`config.mk`:
```
export PLATFORM = sky130hd
export DESIGN_NAME = iol_core
export DESIGN_NICKNAME = d
export VERILOG_FILES = /design/src/design/iol_alu.v /design/src/design/iol_core.v
export VERILOG_INCLUDE_DIRS = /design/src /design/src/design
export SDC_FILE = /design/constraint.sdc
export NUM_CORES = 1
export LEC_CHECK = 0
export BUFFER_PORTS_ARGS = -buffer_cell sky130_fd_sc_hd__buf_4
export CAP_MARGIN = 20
export CORE_MARGIN = 3
export CORE_UTILIZATION = 59
export CTS_BUF_LIST = sky130_fd_sc_hd__clkbuf_8
export DETAILED_ROUTE_END_ITERATION = 8
export GPL_TIMING_DRIVEN = 0
export PLACE_DENSITY = 0.89
export RECOVER_POWER = 100
export SLEW_MARGIN = 15
export SYNTH_ARGS = -nofsm -noshare
export SYNTH_HDL_FRONTEND = slang
export SYNTH_HIERARCHICAL = 1
export SYNTH_SLANG_ARGS = --single-unit
```
`constraint.sdc`:
```
create_clock -name clk_i -period 2.6 [get_ports clk_i]
set_input_delay 0.65 -clock clk_i [delete_from_list [all_inputs] [get_ports clk_i]]
set_output_delay 0.65 -clock clk_i [all_outputs]
set_load 0.01 [all_outputs]
```
`src/design/iol_defs.vh`:
```
// constants for the or-immediate / or-file / load-immediate decoder
`ifndef IOL_DEFS_VH
`define IOL_DEFS_VH
`define IOL_OPC_W 14
`define IOL_OPC_OR_IMM 6'h38
`define IOL_OPC_OR_FILE 6'h04
`define IOL_OPC_LOAD_IMM 4'hc
`define IOL_DEST_BIT 7
`define IOL_PH_Q1 4'h1
`define IOL_PH_Q2 4'h2
`define IOL_PH_Q3 4'h4
`define IOL_PH_Q4 4'h8
`define IOL_ACC_RST 8'h00
`define IOL_ZERO_RST 1'b0
`endif

```
`src/design/iol_alu.v`:
```
// or / pass-through unit with zero detect
`timescale 1ns/1ns
module iol_alu #(
   parameter WIDTH = 8
) (
   input wire [WIDTH-1:0] a_i,
   input wire [WIDTH-1:0] b_i,
   input wire pass_b_i,
   output wire [WIDTH-1:0] res_o,
   output wire zero_o
);
   // pass b for literal load, otherwise or
   assign res_o = pass_b_i ? b_i : (a_i | b_i);
   // zero flag candidate
   assign zero_o = (res_o == {WIDTH{1'b0}});
endmodule // iol_alu

```
`src/design/iol_core.v`:
```
// decoder and datapath for or-immediate, or-file and load-immediate
// Notes on behaviour
// - or-immediate ors accumulator with literal byte
// - or-immediate opcode is 11 1000 kkkk kkkk
// - or-immediate writes accumulator, updates zero, one cycle
// - or-file opcode 00 0100 dfff ffff, updates zero
// - dest bit zero accumulator, one file
`timescale 1ns/1ns
`include "iol_defs.vh"
module iol_core #(
   parameter DATA_W = 8,
   parameter ADDR_W = 7
) (
   input wire clk_i,
   input wire reset_n_i,
   input wire [13:0] opcode_i,
   input wire opcode_valid_i,
   input wire [DATA_W-1:0] file_rdata_i,
   output reg [ADDR_W-1:0] file_addr_o,
   output reg [DATA_W-1:0] file_wdata_o,
   output reg file_we_o,
   output reg [DATA_W-1:0] acc_o,
   output reg zero_flag_o,
   output reg [3:0] phase_o,
   output reg illegal_o
);
   // one word is taken per four clocks, and only in q1; a valid level
   // in any other phase is ignored, so the caller may hold it high.
   // the word and the file byte come from logic on this clock, so
   // neither passes a synchroniser; file_rdata_i must stand at the
   // edge that ends q2. a word that decodes as none of the three runs
   // all four phases, raises illegal_o, loads file_addr_o from its low bits and writes nothing else.

   // reset synchroniser: the pin clears both stages at once, and the
   // release reaches the logic two edges later, so no register leaves
   // reset on an edge too close to the pin's rise
   reg rst_s1_q;
   reg rst_s2_q;
   wire rst_n;
   always @(posedge clk_i or negedge reset_n_i)
   begin
      if (!reset_n_i)
      begin
         rst_s1_q <= 1'b0;
         rst_s2_q <= 1'b0;
      end
      else
      begin
         rst_s1_q <= 1'b1;
         rst_s2_q <= rst_s1_q;
      end
   end
   assign rst_n = rst_s2_q;

   // decode helpers, shared by the phase logic
   // only the top bits are compared; address, destination and literal
   // fields are don't-care here
   function is_or_imm;
      input [13:0] op;
      is_or_imm = (op[13:8] == `IOL_OPC_OR_IMM);
   endfunction
   function is_or_file;
      input [13:0] op;
      is_or_file = (op[13:8] == `IOL_OPC_OR_FILE);
   endfunction
   function is_load_imm;
      input [13:0] op;
      // the two don't-care bits are ignored on decode
      is_load_imm = (op[13:10] == `IOL_OPC_LOAD_IMM);
   endfunction

   // instruction latched at q1, held for the whole cycle
   reg [13:0] ir_q;
   reg [DATA_W-1:0] opnd_q; // literal or file byte read in q2
   wire [DATA_W-1:0] alu_res;
   wire alu_zero;
   wire dec_or_imm;
   wire dec_or_file;
   wire dec_load;
   assign dec_or_imm = is_or_imm(ir_q);
   assign dec_or_file = is_or_file(ir_q);
   assign dec_load = is_load_imm(ir_q);

   // shared or unit; literal load just passes the operand
   // one unit for all three forms costs a mux, not a second datapath
   iol_alu #(
      .WIDTH(DATA_W)
   ) u_alu (
      .a_i(acc_o),
      .b_i(opnd_q),
      .pass_b_i(dec_load),
      .res_o(alu_res),
      .zero_o(alu_zero)
   );

   // next value of every register but the two reset stages, all worked out in one process
   reg [3:0] phase_d; // one-hot phase after this edge
   reg [13:0] ir_d; // held instruction word
   reg [DATA_W-1:0] opnd_d; // operand for the or unit
   reg [ADDR_W-1:0] addr_d; // file address from the word
   reg [DATA_W-1:0] wdata_d; // byte for a file write-back
   reg we_d; // file write strobe, one clock
   reg [DATA_W-1:0] acc_d; // accumulator
   reg zero_d; // result-zero flag
   reg illegal_d; // last taken word was none of the three
   wire take_word; // a word is accepted on this edge
   wire take_illegal; // the offered word decodes as none of the three

   // valid is ignored outside q1, so a long valid level takes one word per four clocks
   assign take_word = (phase_o == `IOL_PH_Q1) && opcode_valid_i;
   // decode of the offered word, before it reaches ir_q
   assign take_illegal = !(is_or_imm(opcode_i) || is_or_file(opcode_i)
      || is_load_imm(opcode_i));

   // four-phase instruction cycle: decode, read, process, write
   always @*
   begin
      // hold by default; an unknown word then writes nothing
      phase_d = phase_o;
      ir_d = ir_q;
      opnd_d = opnd_q;
      addr_d = file_addr_o;
      wdata_d = file_wdata_o;
      we_d = 1'b0; // strobe drops unless q4 raises it
      acc_d = acc_o;
      zero_d = zero_flag_o;
      illegal_d = illegal_o;
      case (phase_o)
         `IOL_PH_Q1:
         begin
            // decode; stall here until a word is offered
            if (take_word)
            begin
               ir_d = opcode_i;
               // the file byte is addressed early so it stands by q2
               addr_d = opcode_i[ADDR_W-1:0];
               illegal_d = take_illegal;
               phase_d = `IOL_PH_Q2;
            end
         end
         `IOL_PH_Q2:
         begin
            // literal from the word, else the addressed file byte
            if (dec_or_file)
               opnd_d = file_rdata_i;
            else
               opnd_d = ir_q[DATA_W-1:0];
            phase_d = `IOL_PH_Q3;
         end
         `IOL_PH_Q3:
         begin
            // or unit settles from opnd_q; only the phase moves
            phase_d = `IOL_PH_Q4;
         end
         `IOL_PH_Q4:
         begin
            // write back, one instruction cycle total
            if (dec_or_imm)
            begin
               // accumulator and flag both follow the result
               acc_d = alu_res;
               zero_d = alu_zero;
            end
            else if (dec_or_file)
            begin
               // flag follows the result for either destination
               zero_d = alu_zero;
               if (ir_q[`IOL_DEST_BIT])
               begin
                  // back into the addressed byte, accumulator kept
                  wdata_d = alu_res;
                  we_d = 1'b1;
               end
               else
                  acc_d = alu_res;
            end
            else if (dec_load)
               acc_d = alu_res;
            // an unknown word falls through and changes nothing
            phase_d = `IOL_PH_Q1;
         end
         default:
            // broken one-hot code: restart at q1 rather than lock up
            phase_d = `IOL_PH_Q1;
      endcase
   end

   // the write strobe stands for the one clock after q4; the file must
   // take the byte on the edge that ends it, which comes before the next
   // q2 read, so back-to-back words see the new byte
   // registers load their next value on every edge
   always @(posedge clk_i or negedge rst_n)
   begin
      if (!rst_n)
      begin
         // idle values: q1, empty accumulator, flag clear, no write
         phase_o <= `IOL_PH_Q1;
         ir_q <= 14'h0000;
         opnd_q <= {DATA_W{1'b0}};
         file_addr_o <= {ADDR_W{1'b0}};
         file_wdata_o <= {DATA_W{1'b0}};
         file_we_o <= 1'b0;
         acc_o <= `IOL_ACC_RST;
         zero_flag_o <= `IOL_ZERO_RST;
         illegal_o <= 1'b0;
      end
      else
      begin
         phase_o <= phase_d;
         ir_q <= ir_d;
         opnd_q <= opnd_d;
         file_addr_o <= addr_d;
         file_wdata_o <= wdata_d;
         file_we_o <= we_d;
         acc_o <= acc_d;
         zero_flag_o <= zero_d;
         illegal_o <= illegal_d;
      end
   end
endmodule // iol_core

```
==> metrics.md <==
| Metric | Value |
|---|---|
| Outcome | complete, no violations |
| Post-synth cell types | 35 |
| Final setup fails | 0 |
| Simple-Gate Fraction of Synth Area | 11.44% |
| Worst slack, placed | 0.6755 ns |
| Commonest non-fill, non-tap cell in the layout | dfrtp_1 |
| Clk Latency, worst-skew pair | 0.30 ns |
| Hold WC Path Type | in2async |
| Clock Tree Buf Depth | 2 |
| Fraction of layout instances using a drive strength above 1 | 33.48% |
| Via Count | 1,534 |
| Setup bufs post-CTS | 0 |
| Kind of critical path | reg2reg |
| Die area | 4392 um2 |
| Worst vdd ir | 0.6691 mV |
| Clock Skews | 0.004799 ns |
| Multiplexer share of the synthesized area | 21.25% |
| Cts hold-fix bufs | 0 |
| Initial Utilization | 62.75% |
| Area growth syn-to-layout | 20.43% |
| Overall routed net length | 4955 um |
| Relative slew slack | 48.89% |
| Core area | 3416 um2 |
| P_leak | 0.001283 uW |
| Largest family of logic cells by synthesized area | multiplexers |
| Max-cap violation count | 0 |
| Post-DR vias/cell | 5.681 |
| Total negative setup slack | 0 ns |
| Reg2reg end | acc_o[3] |
| R2r setup slk | 0.47 ns |
| Syn_area_per_cell | 13.31 um2 |
| Syn Nets | 186 |
| Synthesized flop and latch total | 47 |
| Worst setup SP type | flip-flop |
| RR Startpoint | phase_o[1] |
| PwrDens | 1015 nW/um2 |
| Signal arrival time at the worst endpoint | 2.31 ns |
| RSZ-0062 raised after global routing | no |
| Routed length per instance | 18.35 um |
| TritonRoute pass-1 iters | 4 |
| Detailed-placement wirelength estimate | 3573 um |
| GRT Residual Overflow | 0 |
| IO Count | 55 |
| Post-synthesis sequential area ratio | 54.93% |
| Layout Nets | 248 |
| Depth of the most critical reg-to-reg path | 4 |
| CP Launch Point | phase_o[1] |
| CTS tree | yes |
| Clk slew on worst S/H paths | 0.08 ns |
| Post-route clock period utilization | 81.93% |
| # rows | 21 |
| CTS Buf Count | 5 |
| Yosys warnings | 6 |
| Number of diodes | 0 |
| Post-CTS resize count | 0 |
| Cells after Synth | 161 |
| Vias in the first global route | 1,658 |
| Number of buffers added on ports | 54 |
| Most frequent cells in the layout | 46 x dfrtp_1, 30 x buf_4, 26 x clkbuf_1 |
| Compound-gate portion of the synthesized area | 7.939% |
| XOR/XNOR Fraction of Synth Area | 0% |
| Slew Limit Fails | 0 |
| Worst Path Max Fanout | 8 |
| Post-route ant nets | 0 |
| FMAX | 0.4694 GHz |
| Largest net degree at the start of global routing | 33 |
| Clk sinks | 47 |
| H-tree level count | 2 |
| DR DRC count | 0 |
| Number of antenna violations at the first check in global routing | 0 |
| Syn Std Cell Area | 2143 um2 |
| Final worst setup slack | 0.4698 ns |
| Crit path capture type | flip-flop |
| Clock Tree Root | clkbuf_8 |
| Placer Congestion | 0.7747 |
| Die X | 66.27 um |
| Overall Global Routing Usage | 25.34% |
| Synth Area in Adders | 0% |
| First-pass GRT wire length | 8024 um |
| Critical Path RT | 2.78 ns |
| Chip Height | 66.27 um |
| Min Tclk post-route | 2.130 ns |
| Worst slew pin tran | 0.7646 ns |
| DRT iter0 DRCs | 65 |
| Fin. Hold Viols | 0 |
| Fill cells | 238 |
==> cell usage after synthesis, drive strengths merged <==
cell type | instances | area share, %
dfrtp | 46 | 54
nor4b | 3 | 2.9
conb | 1 | 0.17
nand2b | 1 | 0.29
nand3b | 2 | 0.70
mux2i | 8 | 3.7
and3b | 1 | 0.41
nor2 | 13 | 2.3
a21bo | 1 | 0.47
nor3b | 1 | 0.35
buf | 10 | 3.7
dfstp | 1 | 1.2
a21oi | 11 | 3.1
and4bb | 1 | 0.58
nor3 | 1 | 0.23
o21a | 1 | 0.35
a21o | 9 | 3.2
or3 | 1 | 0.29
or4b | 1 | 0.47
inv | 3 | 0.53
nor4 | 3 | 1.2
o21ai | 2 | 0.47
mux2 | 31 | 18
o2bb2ai | 1 | 0.41
nand2 | 6 | 1.1
nand3 | 2 | 0.70
==> where the power goes <==
part / internal, uW / leakage, uW / switching [uW]
Clock: 239 / 0.0000557 / 227
Combinational: 492 / 0.000642 / 456
Sequential: 967 / 0.000585 / 239
==> cell families (layout without fill, tap and decap cells) <==
| kind of cell | Yosys count | count (layout) |
|---|---|---|
| AO/OA/AOI/OAI | 25 | 25 |
| flip-flops | 47 | 47 |
| other | 1 | 1 |
| buffers and inverters | 13 | 76 |
| AND/OR/NAND/NOR | 36 | 36 |
| multiplexers | 39 | 39 |
==> layer usage <==
metal | vias to the layer above | wire, um | GRT usage, %
met5 | - | 0 | 0
met4 | 0 | 113 | 10.66
met2 | 47 | 2759 | 45.60
met3 | 14 | 237 | 6.463
li1 | 694 | - | -
met1 | 779 | 1844 | 28.00
==> critical path, stage by stage (launching register included) <==
cell	delay, ns
dfrtp_1	0.47
nor4b_1	0.56
a21bo_1	0.30
a21oi_4	0.29
mux2_2	0.38
==> state kept, by name, indices dropped and copies added (netlist names) <==
name / cells
file_we_o: 1
opnd_q: 8
acc_o: 8
illegal_o: 1
ir_q: 8
phase_o: 4
rst_n: 1
rst_s1_q: 1
file_wdata_o: 8
zero_flag_o: 1
file_addr_o: 6
==> worst max path at each step <==
| stage | endpoint | slack [ns] | cells after the start |
|---|---|---|---|
| 6_report | acc_o[3] | 0.47 | 4 |
| 5_1_grt | file_wdata_o[1] | 0.32 | 3 |
| 4_1_cts | acc_o[4] | 0.65 | 4 |
| 3_5_place_dp | acc_o[3] | 0.68 | 4 |
| 3_3_place_gp | acc_o[7] | 0.72 | 4 |
| 2_1_floorplan | acc_o[0] | 0.86 | 4 |
==> stage by stage <==
step / utilization, % / instances / instance area [um2] / power [uW] / hold slack (ns)
4_1_cts: 79.85 / 270 / 2728 / 2778 / 0.1085
5_1_grt: 75.57 / 270 / 2581 / 2779 / 0.1153
2_1_floorplan: - / 161 / 2143 / 1884 / 0.3312
3_3_place_gp: 76.30 / 261 / 2606 / 2207 / 0.3383
6_report: 75.57 / 270 / 2581 / 2619 / 0.1164
3_5_place_dp: 76.92 / 262 / 2628 / 2287 / 0.1715
==> final cells by class <==
| type | instances | area (um2) | area share (%) |
|---|---|---|---|
| plain buffers | 10 | 71.32 | 2.763 |
| clock buffers | 7 | 96.34 | 3.732 |
| clock inverters | 1 | 3.754 | 0.1454 |
| inverters | 3 | 11.26 | 0.4363 |
| multi-input cells | 101 | 828.3 | 32.09 |
| flip-flops and latches | 47 | 1177 | 45.61 |
| well taps | 46 | 57.56 | 2.230 |
| repair buffers | 55 | 335.3 | 12.99 |
Note: power is estimated with default switching activity, not from simulation.
